### config.mk
export PLATFORM = sky130hd
export DESIGN_NAME = port_b_pin_mux
export DESIGN_NICKNAME = d
export VERILOG_FILES = /design/src/verilog/port_b_pkg.sv /design/src/verilog/port_b_pin_mux.sv /design/src/verilog/pin_sync.sv
export SDC_FILE = /design/constraint.sdc
export NUM_CORES = 1
export LEC_CHECK = 0
export BUFFER_PORTS_ARGS = -buffer_cell sky130_fd_sc_hd__buf_2
export CAP_MARGIN = 20
export CELL_PAD_IN_SITES_DETAIL_PLACEMENT = 0
export CELL_PAD_IN_SITES_GLOBAL_PLACEMENT = 1
export CORE_ASPECT_RATIO = 1.75
export CORE_MARGIN = 1.5
export CORE_UTILIZATION = 39
export CTS_BUF_LIST = sky130_fd_sc_hd__clkbuf_4 sky130_fd_sc_hd__clkbuf_8
export DETAILED_ROUTE_END_ITERATION = 16
export GPL_TIMING_DRIVEN = 0
export PLACE_DENSITY_LB_ADDON = 0.1
export SYNTH_ARGS = -nofsm -noshare
export SYNTH_HDL_FRONTEND = slang
export SYNTH_SLANG_ARGS = --single-unit
export TNS_END_PERCENT = 50
### constraint.sdc
create_clock -name core_clk -period 2.1 [get_ports core_clk]
set_input_delay 0 -clock core_clk [delete_from_list [all_inputs] [get_ports core_clk]]
set_output_delay 0 -clock core_clk [all_outputs]
set_load 0.01 [all_outputs]
### src/verilog/port_b_pkg.sv
package port_b_pkg;

    // ------------------------------------------------------------
    // widths
    // ------------------------------------------------------------
    localparam int PORT_W  = 8;
    localparam int ANA_W   = 5;
    localparam int EXT_W   = 3;
    localparam int EV_W    = 4;
    localparam int ADDR_W  = 5;
    localparam int DATA_W  = 32;
    localparam int BE_W    = 4;

    // ------------------------------------------------------------
    // register byte offsets
    // ------------------------------------------------------------
    localparam logic [ADDR_W-1:0] OFS_LATCH  = 5'h00;
    localparam logic [ADDR_W-1:0] OFS_DIR    = 5'h04;
    localparam logic [ADDR_W-1:0] OFS_INPUT  = 5'h08;
    localparam logic [ADDR_W-1:0] OFS_CTRL   = 5'h0c;
    localparam logic [ADDR_W-1:0] OFS_ANA    = 5'h10;
    localparam logic [ADDR_W-1:0] OFS_STATUS = 5'h14;
    localparam logic [ADDR_W-1:0] OFS_MASK   = 5'h18;

    // ------------------------------------------------------------
    // control register fields
    // ------------------------------------------------------------
    localparam int CTRL_PULLUP_DIS_N = 0;
    localparam int CTRL_FAULT_EN     = 1;
    localparam int CTRL_CAPCMP_EN    = 2;
    localparam int CTRL_CAPCMP_SEL   = 3;

    // ------------------------------------------------------------
    // event bits in status and mask
    // ------------------------------------------------------------
    localparam int EV_EXT0  = 0;
    localparam int EV_FAULT = 3;

    // ------------------------------------------------------------
    // reset values and compare/fault pin numbers
    // ------------------------------------------------------------
    localparam logic [PORT_W-1:0] LATCH_RESET = 8'h00;
    localparam logic [PORT_W-1:0] DIR_RESET   = 8'hff;
    localparam logic              PUD_RESET   = 1'b1;
    localparam logic              SEL_RESET   = 1'b1;
    localparam int                CAPCMP_BIT  = 3;
    localparam int                FAULT_BIT   = 0;

endpackage

### src/verilog/port_b_pin_mux.sv
//
// Behaviour
// - direction 0 drives pin from latch bit, regardless of analog selection.
// - direction 1 makes pin an input; port read returns sampled level.
// - weak pull-up on input pin only while active-low disable is cleared.
// - analog selection cuts digital input path and pull-up of that pin.
// - pins 0..4 carry channels 12,10,8,9,11 when inputs.
// - pins 0..2 feed external interrupt inputs 0..2 while inputs.
// - pin 0 feeds pwm fault input when enabled and input.
// - pin 3 outputs compare signal at direction 0, captures at direction 1.
// - compare unit reaches pin 3 only while its pin select is cleared.
//
`timescale 1ns/1ps
module port_b_pin_mux (
    input  wire logic        core_clk,
    input  wire logic        rstn,
    input  wire logic [7:0]  pin_in,
    output logic      [7:0]  pin_out,
    output logic      [7:0]  pin_oe,
    output logic      [7:0]  pullup_en,
    input  wire logic        capcmp_cmp_out,
    output logic             capcmp_cap_in,
    output logic             ext_irq_in_0,
    output logic             ext_irq_in_1,
    output logic             ext_irq_in_2,
    output logic             pwm_fault_in,
    output logic             analog_chan_8,
    output logic             analog_chan_9,
    output logic             analog_chan_10,
    output logic             analog_chan_11,
    output logic             analog_chan_12,
    input  wire logic [4:0]  avs_address,
    input  wire logic        avs_read,
    input  wire logic        avs_write,
    input  wire logic [31:0] avs_writedata,
    input  wire logic [3:0]  avs_byteenable,
    output logic      [31:0] avs_readdata,
    output logic             avs_waitrequest,
    output logic             irq
);

    // ------------------------------------------------------------
    // state
    // ------------------------------------------------------------
    typedef struct packed {
        logic [7:0]  latch;
        logic [7:0]  dir;
        logic        pud_n;
        logic        fault_en;
        logic        capcmp_en;
        logic        capcmp_sel;
        logic [4:0]  ana;
        logic [3:0]  status;
        logic [3:0]  mask;
        logic [7:0]  pin_out;
        logic [7:0]  pin_oe;
        logic [7:0]  pullup_en;
        logic [31:0] readdata;
        logic        waitrequest;
        logic        irq;
        logic [2:0]  ext_irq;
        logic        fault;
        logic        cap_in;
        logic [4:0]  chan;
    } port_state_t;

    port_state_t s;
    port_state_t next_s;

    logic [7:0]  pin_lvl;
    logic [7:0]  ana8;
    logic [7:0]  dig;
    logic        route;
    logic [3:0]  ev;
    logic        wr_ok;
    logic [31:0] rd_mux;

    // ------------------------------------------------------------
    // pin synchroniser
    // ------------------------------------------------------------
    pin_sync #(
        .WIDTH (port_b_pkg::PORT_W)
    ) u_sync (
        .core_clk (core_clk),
        .rstn     (rstn),
        .async_in (pin_in),
        .sync_out (pin_lvl)
    );

    // ------------------------------------------------------------
    // next state
    // ------------------------------------------------------------
    always_comb begin
        next_s = s;
        ana8   = {3'h0, s.ana};
        dig    = pin_lvl & ~ana8;
        route  = s.capcmp_en && !s.capcmp_sel;
        wr_ok  = avs_write && !s.waitrequest && avs_byteenable[0];
        rd_mux = 32'h0000_0000;
        ev     = 4'h0;

        // a request is answered one cycle after it shows up
        next_s.waitrequest = !((avs_read || avs_write) && s.waitrequest);

        if (avs_address == port_b_pkg::OFS_LATCH) begin
            rd_mux = {24'h00_0000, s.latch};
        end else if (avs_address == port_b_pkg::OFS_DIR) begin
            rd_mux = {24'h00_0000, s.dir};
        end else if (avs_address == port_b_pkg::OFS_INPUT) begin
            rd_mux = {24'h00_0000, dig};
        end else if (avs_address == port_b_pkg::OFS_CTRL) begin
            rd_mux = {28'h000_0000, s.capcmp_sel, s.capcmp_en,
                      s.fault_en, s.pud_n};
        end else if (avs_address == port_b_pkg::OFS_ANA) begin
            rd_mux = {27'h000_0000, s.ana};
        end else if (avs_address == port_b_pkg::OFS_STATUS) begin
            rd_mux = {28'h000_0000, s.status};
        end else if (avs_address == port_b_pkg::OFS_MASK) begin
            rd_mux = {28'h000_0000, s.mask};
        end else begin
            rd_mux = 32'h0000_0000;
        end

        if (avs_read && s.waitrequest) begin
            next_s.readdata = rd_mux;
        end

        // writes land on the edge where waitrequest is seen low
        if (wr_ok) begin
            if (avs_address == port_b_pkg::OFS_LATCH) begin
                next_s.latch = avs_writedata[7:0];
            end else if (avs_address == port_b_pkg::OFS_DIR) begin
                next_s.dir = avs_writedata[7:0];
            end else if (avs_address == port_b_pkg::OFS_CTRL) begin
                next_s.pud_n =
                    avs_writedata[port_b_pkg::CTRL_PULLUP_DIS_N];
                next_s.fault_en =
                    avs_writedata[port_b_pkg::CTRL_FAULT_EN];
                next_s.capcmp_en =
                    avs_writedata[port_b_pkg::CTRL_CAPCMP_EN];
                next_s.capcmp_sel =
                    avs_writedata[port_b_pkg::CTRL_CAPCMP_SEL];
            end else if (avs_address == port_b_pkg::OFS_ANA) begin
                next_s.ana = avs_writedata[4:0];
            end else if (avs_address == port_b_pkg::OFS_STATUS) begin
                next_s.status = s.status & ~avs_writedata[3:0];
            end else if (avs_address == port_b_pkg::OFS_MASK) begin
                next_s.mask = avs_writedata[3:0];
            end
        end

        // pin drivers
        next_s.pin_oe  = ~s.dir;
        next_s.pin_out = s.latch;
        if (route) begin
            next_s.pin_out[port_b_pkg::CAPCMP_BIT] = capcmp_cmp_out;
        end
        // pull-ups only on digital inputs
        next_s.pullup_en = s.dir & ~ana8 & {8{!s.pud_n}};

        // alternate inputs only look at pins set as inputs
        next_s.ext_irq = dig[2:0] & s.dir[2:0];
        next_s.fault = dig[port_b_pkg::FAULT_BIT]
                     & s.dir[port_b_pkg::FAULT_BIT]
                     & s.fault_en;
        next_s.cap_in = route
                      & s.dir[port_b_pkg::CAPCMP_BIT]
                      & dig[port_b_pkg::CAPCMP_BIT];
        next_s.chan = s.ana & s.dir[4:0];

        // rising edges of the external interrupt and fault inputs are the events
        ev[2:0] = next_s.ext_irq & ~s.ext_irq;
        ev[port_b_pkg::EV_FAULT] = next_s.fault & !s.fault;
        // set wins over a clear in the same cycle
        next_s.status = next_s.status | ev;
        next_s.irq = |(next_s.status & next_s.mask);
    end

    // ------------------------------------------------------------
    // registers
    // ------------------------------------------------------------
    always_ff @(posedge core_clk) begin
        if (!rstn) begin
            s             <= '0;
            s.latch       <= port_b_pkg::LATCH_RESET;
            s.dir         <= port_b_pkg::DIR_RESET;
            s.pud_n       <= port_b_pkg::PUD_RESET;
            s.capcmp_sel  <= port_b_pkg::SEL_RESET;
            s.waitrequest <= 1'b1;
        end else begin
            s <= next_s;
        end
    end

    // ------------------------------------------------------------
    // outputs
    // ------------------------------------------------------------
    assign pin_out         = s.pin_out;
    assign pin_oe          = s.pin_oe;
    assign pullup_en       = s.pullup_en;
    assign capcmp_cap_in   = s.cap_in;
    assign ext_irq_in_0    = s.ext_irq[0];
    assign ext_irq_in_1    = s.ext_irq[1];
    assign ext_irq_in_2    = s.ext_irq[2];
    assign pwm_fault_in    = s.fault;
    assign analog_chan_12  = s.chan[0];
    assign analog_chan_10  = s.chan[1];
    assign analog_chan_8   = s.chan[2];
    assign analog_chan_9   = s.chan[3];
    assign analog_chan_11  = s.chan[4];
    assign avs_readdata    = s.readdata;
    assign avs_waitrequest = s.waitrequest;
    assign irq             = s.irq;
endmodule // port_b_pin_mux

### src/verilog/pin_sync.sv
`timescale 1ns/1ps
module pin_sync #(
    parameter int WIDTH = 8
) (
    input  wire logic             core_clk,
    input  wire logic             rstn,
    input  wire logic [WIDTH-1:0] async_in,
    output logic      [WIDTH-1:0] sync_out
);

    // ------------------------------------------------------------
    // two-stage synchroniser, first stage read only by second
    // ------------------------------------------------------------
    typedef struct packed {
        logic [WIDTH-1:0] meta;
        logic [WIDTH-1:0] stable;
    } sync_state_t;

    sync_state_t s;
    sync_state_t next_s;

    always_comb begin
        next_s        = s;
        next_s.meta   = async_in;
        next_s.stable = s.meta;
    end

    always_ff @(posedge core_clk) begin
        if (!rstn) begin
            s <= '0;
        end else begin
            s <= next_s;
        end
    end

    assign sync_out = s.stable;

endmodule // pin_sync

After elaboration in Yosys (flattened, before gate mapping)
Cells that the tools add are included.
{"block": "totals", "elab_cells": 81, "output_inout_bits": 68, "reg_bits": 117, "inputBits": 54}
{"block": "op_classes", "reduce_logical": 17, "n_eq_ne": 6, "n_bitwise": 21, "n_mux": 16}
{"op": "$mux W8", "count": 8}
{"op": "$and A8 B8 Y8", "count": 3}
{"op": "$mux W4", "count": 5}
{"op": "$eq A5 B5 Y1 const B", "count": 3}
{"op": "$eq A5 B4 Y1 const B", "count": 2}
{"op": "$mux W5", "count": 2}
{"op": "$and A4 B4 Y4", "count": 2}
{"op": "$not A5 Y8", "count": 1}
{"op": "$not A8 Y8", "count": 1}
{"op": "$and A3 B3 Y3", "count": 2}
{"op": "$and A1 B1 Y1", "count": 5}
{"op": "$and A5 B5 Y5", "count": 1}
{"op": "$eq A5 B3 Y1 const B", "count": 1}
{"op": "$logic_and A1 B1 Y1", "count": 5}
{"op": "$logic_not A1 Y1", "count": 5}
{"op": "$logic_not A5 Y1", "count": 1}
{"op": "$reduce_and A5 Y1", "count": 1}
{"op": "$not A4 Y4", "count": 1}
{"op": "$or A4 B4 Y4", "count": 1}
{"op": "$reduce_and A4 Y1", "count": 1}
{"op": "$reduce_or A4 Y1", "count": 1}
{"op": "$not A1 Y1", "count": 3}
{"op": "$not A3 Y3", "count": 1}
{"op": "$reduce_and A3 Y1", "count": 1}
{"op": "3 further kinds", "count": 3}

Logic depth before layout (Yosys ltp)
{"block": "logic_depth", "ltp_word": 11, "ltp_mapped": 7, "mapped_depth_nobuf": 4}

Cells and area by module
A second synthesis with hierarchy kept.
{"block": "unflattened", "cells_unflattened": 402, "area_unflattened_um2": 3849.9}
{"module": "port_b_pin_mux", "area_per_inst_um2": 3403.3, "cells_each": 369, "seq_area_each_um2": 1541.5, "n_inst": 1}
{"module": "pin_sync", "area_per_inst_um2": 446.7, "cells_each": 33, "seq_area_each_um2": 320.3, "n_inst": 1}

Worst setup path before layout
No wires, ideal clock.
{"block": "synth_path", "path_type": "register -> register", "from": "register s (netlist bit avs_waitrequest)", "to": "register s (netlist bit irq)", "required_ps": 1975, "path_slack_ps": 238, "t_arrival_ps": 1737, "stages_incl_launch_ff": 6, "synth_period_minus_slack_ps": 1862, "path_buffers": 1, "cell_sequence": "dfxtp_1 -> nand3b_1 -> buf_1 -> o41ai_1 -> a22oi_1 -> o41a_1"}
{"block": "synth_between", "elab_chain_cells": 7}
{"item": "start, declared", "line_no": "port_b_pin_mux.sv:67", "rtl": "port_state_t s;"}
{"item": "start signal, assigned", "line_no": "port_b_pin_mux.sv:191", "rtl": "s <= next_s;"}
{"item": "$logic_not A1 Y1 (*)", "line_no": "port_b_pin_mux.sv:98", "rtl": "wr_ok = avs_write && !s.waitrequest && avs_byteenable[0];"}
{"item": "$logic_and A1 B1 Y1 (*) (2 in series)", "line_no": "port_b_pin_mux.sv:98"}
{"item": "$mux W8 (*)", "line_no": "port_b_pin_mux.sv:129", "rtl": "if (wr_ok) begin"}
{"item": "$or A4 B4 Y4", "line_no": "port_b_pin_mux.sv:175", "rtl": "next_s.status = next_s.status | ev;"}
{"item": "$and A4 B4 Y4 (*)", "line_no": "port_b_pin_mux.sv:176", "rtl": "next_s.irq = |(next_s.status & next_s.mask);"}
{"item": "$reduce_or A4 Y1 (*)", "line_no": "port_b_pin_mux.sv:176"}
Every way passes the cells marked *; elsewhere a longest branch is shown, timed or not.
A chain may end at the register's enable or synchronous reset.

Final worst setup path
Same ends and word-level chain as after synthesis.

==> flow_summary_export.csv <==
group,metric,value,unit
place,io_buffers,69,
power_and_ir_drop,pwr_density_cell,659,mW/mm^2
cells_and_area,multi_input_comb_area,0.00157,sq mm
sta,rsz0062_at_grt,"no",
die,ios,122,
synth,synth_edf_count,0,
synth,synth.avg_cell_area,9.67,sq um
critical_path,cp_slowest_stage_delay,0.41,ns
cells_and_area,num-fill-cells,964,
drt,post_drt_wl_per_cell,14.3,um
die,die_width,78.3,um
critical_path,setup.worst_path.class,"reg2reg",
place,preCtsSetupSlack,0.00667,ns
critical_path,slowest_stage,"o41a_1",
power_and_ir_drop,seqPwrFrac,0.565,
run,max_cap_violations,0,
critical_path,cp.arrival,2.21,ns
power_and_ir_drop,p_sw,783,uW
critical_path,crit_fanout,10,
cts,cts.sinks,93,
sta,final.setup.worst_slack,0.139,ns
hold_path,min-delay-path-class,"in2reg",
power_and_ir_drop,swShare,0.246,
power_and_ir_drop,ir_drop,0.381,mV
synth,synth_top_cells_by_area,"dfxtp_1 48%, buf_4 11%, mux2i_1 7.5%",
synth,ys_ff_latch,93,
cts,cts_root_buf,"clkbuf_8",
sta,setup_violations,0,
drt,drt-pass1-iter-count,4,
power_and_ir_drop,p_leak,2.27,nW
die,std_cell_rows,47,
place,gp_congestion,0.867,
sta,slew_viol_final,0,
critical_path,reg2reg_slack,0.14,ns
critical_path,crit_family,"compound AO/OA/AOI/OAI gates",
cts,tritoncts,"built",
sta,holdWs,0.0806,ns
sta,hold_viol,0,
cells_and_area,drive_gt1_frac,0.295,
drt,first_iter_violations,124,
die,die_area,0.0106,sq mm
grt,grt_max_degree,15,
sta,min_period_over_period,0.934,
sta,tns,0,ns
grt,grt_usage,0.185,
synth,synthDistinctLibCells,44,
cells_and_area,syn2layout_area_growth,25.0,%
cts,clock_latency,0.36,ns
cts,cts.clk_slew.worst_paths,0.09,ns
critical_path,crit_path_start_kind,"flop",
drt,drt-total-wl,9.27,mm
sta,fin_crit,1.96,ns
synth,synth.top_cell.area_share,0.481,
synth,yosysSeqAreaShare,0.481,
critical_path,cp_num_buf_inv,1,
synth,synthCells,400,
critical_path,crit_chain,"nand3b_1 -> clkbuf_2 -> o41ai_2 -> a22oi_1 -> o41a_1",
place,post-dp-hpwl,7.05,mm
cells_and_area,seqCellArea,0.00186,sq mm
critical_path,end_kind,"flop",
grt,grt_antenna_before_repair,0,
cts,htreeDepth,3,
outcome,status,"completed",
synth,synth_async_sr_flop_share,0,
sta,relSlewSlack,0.404,
cts,cts_buffers,9,
sta,finalClockSkew,0.00438,ns
synth,synth_area,0.00387,sq mm
drt,via_count,3042,
die,fp.dieH,135,um
critical_path,cp.required,2.35,ns
grt,grt_overflow,0,
synth,yosysWarnings,0,
drt,ant_nets,0,
drt,vias_per_cell,4.69,
synth,synth_top_cell_by_area,"dfxtp_1",
synth,yosys_most_used_dff,"dfxtp_1",
sta,max_freq,510,MHz
power_and_ir_drop,power,3.19,mW
cells_and_area,fin_nets,576,
power_and_ir_drop,p_comb_frac,0.090,
cells_and_area,antennaDiodeCount,0,
die,start_util,0.406,
drt,drc,0,
cts,cts_buffer_depth,2,
synth,synth.top_cells.by_count,"93 x dfxtp_1, 56 x buf_4, 36 x nor2_1, 29 x mux2i_1, 27 x and2_1",
synth,synth_most_common_cell,"dfxtp_1",
sta,tightest_slew,0.881,ns
grt,grt_first_pass_wirelength,14.7,mm
grt,grt_pass1_vias,2971,
die,core_area,0.00953,sq mm
power_and_ir_drop,pwr-share-clk,0.345,
power_and_ir_drop,internal-power,2.40,mW
worst register-to-register path: stages (launching register included):
cell and delay, ns:
dfxtp_1 0.38, nand3b_1 0.26, clkbuf_2 0.27, o41ai_2 0.40, a22oi_1 0.14, o41a_1 0.41
metal layers:
metal,track usage,part of all wire
met1,0.207,0.40
met2,0.323,0.52
met3,0.0236,0.039
met4,0.123,0.038
met5,0,0
power by group through the flow:
stage	clock (mW)	sequential, mW	combinational, mW
finish	1.10	1.80	0.287
floorplan	0	1.84	0.169
global placement	0	1.84	0.254
CTS	1.12	1.80	0.287
global route	1.19	1.80	0.318
detailed placement	0	1.84	0.257
per-stage QoR:
stage / cell area (sq um) / instances / utilization
global route: 4840 / 648 / 0.508
global placement: 4450 / 614 / 0.468
detailed placement: 4450 / 614 / 0.468
CTS: 4830 / 648 / 0.507
floorplan: 3960 / 423 / -
finish: 4840 / 648 / 0.508
sequential cells by signal (all words and copies together), names as in the netlist, 5 cells and up:
signal and count:
s 21, avs_readdata 8, pin_oe 8, pin_out 8, pullup_en 8, u_sync.next_s 8
u_sync.sync_out 8, next_s 7, ana8 5
path summary, 6_finish.rpt:
path	start	to	cells after the start
worst min register to register	u_sync.next_s[7]	u_sync.sync_out[7]	1
worst max register to register	avs_waitrequest	irq	5
worst min-delay path	avs_address[4]	avs_readdata[0]	4
worst max-delay path	avs_waitrequest	irq	5
layout make-up:
class	instances	area share
Sequential cell	93	0.385
Multi-Input combinational cell	249	0.325
Timing Repair Buffer	88	0.111
Buffer	74	0.106
Clock buffer	12	0.0316
Tap cell	122	0.0316
Inverter	7	0.00543
Clock inverter	3	0.00466
layout by cell type (no fill, tap or decap), drive strengths merged, types with 2 or more instances in the layout:
cell / count
o31ai: 5
nand2: 13
dfxtp: 93
and2: 27
and3: 8
dlygate4sd3: 19
nor2: 36
nand3: 6
o2bb2ai: 6
clkinv: 3
or2: 5
o21ai: 10
inv: 7
conb: 24
mux2i: 29
nor3: 4
a21oi: 16
o41ai: 2
nor3b: 5
nand3b: 8
a32oi: 4
a22oi: 11
nor2b: 5
buf: 133
nand2b: 10
clkbuf: 22
cells by family after synthesis:
group / synth area share
and+or+nand+nor: 0.193
DFF: 0.481
buffers and inverters: 0.139
AOI/OAI and AO/OA: 0.111
muxes: 0.0750
other: 0.000969
timing repair:
action / 4_1_cts / 5_1_grt
hold buffers: 19 / 0
buffers inserted: 0 / 0
hold endpoints to repair: 38 / 0
cloned: 0 / 0
gates resized for setup: 1 / 2
setup endpoints to repair: 1 / 5
(Power assumes the default switching activity.)
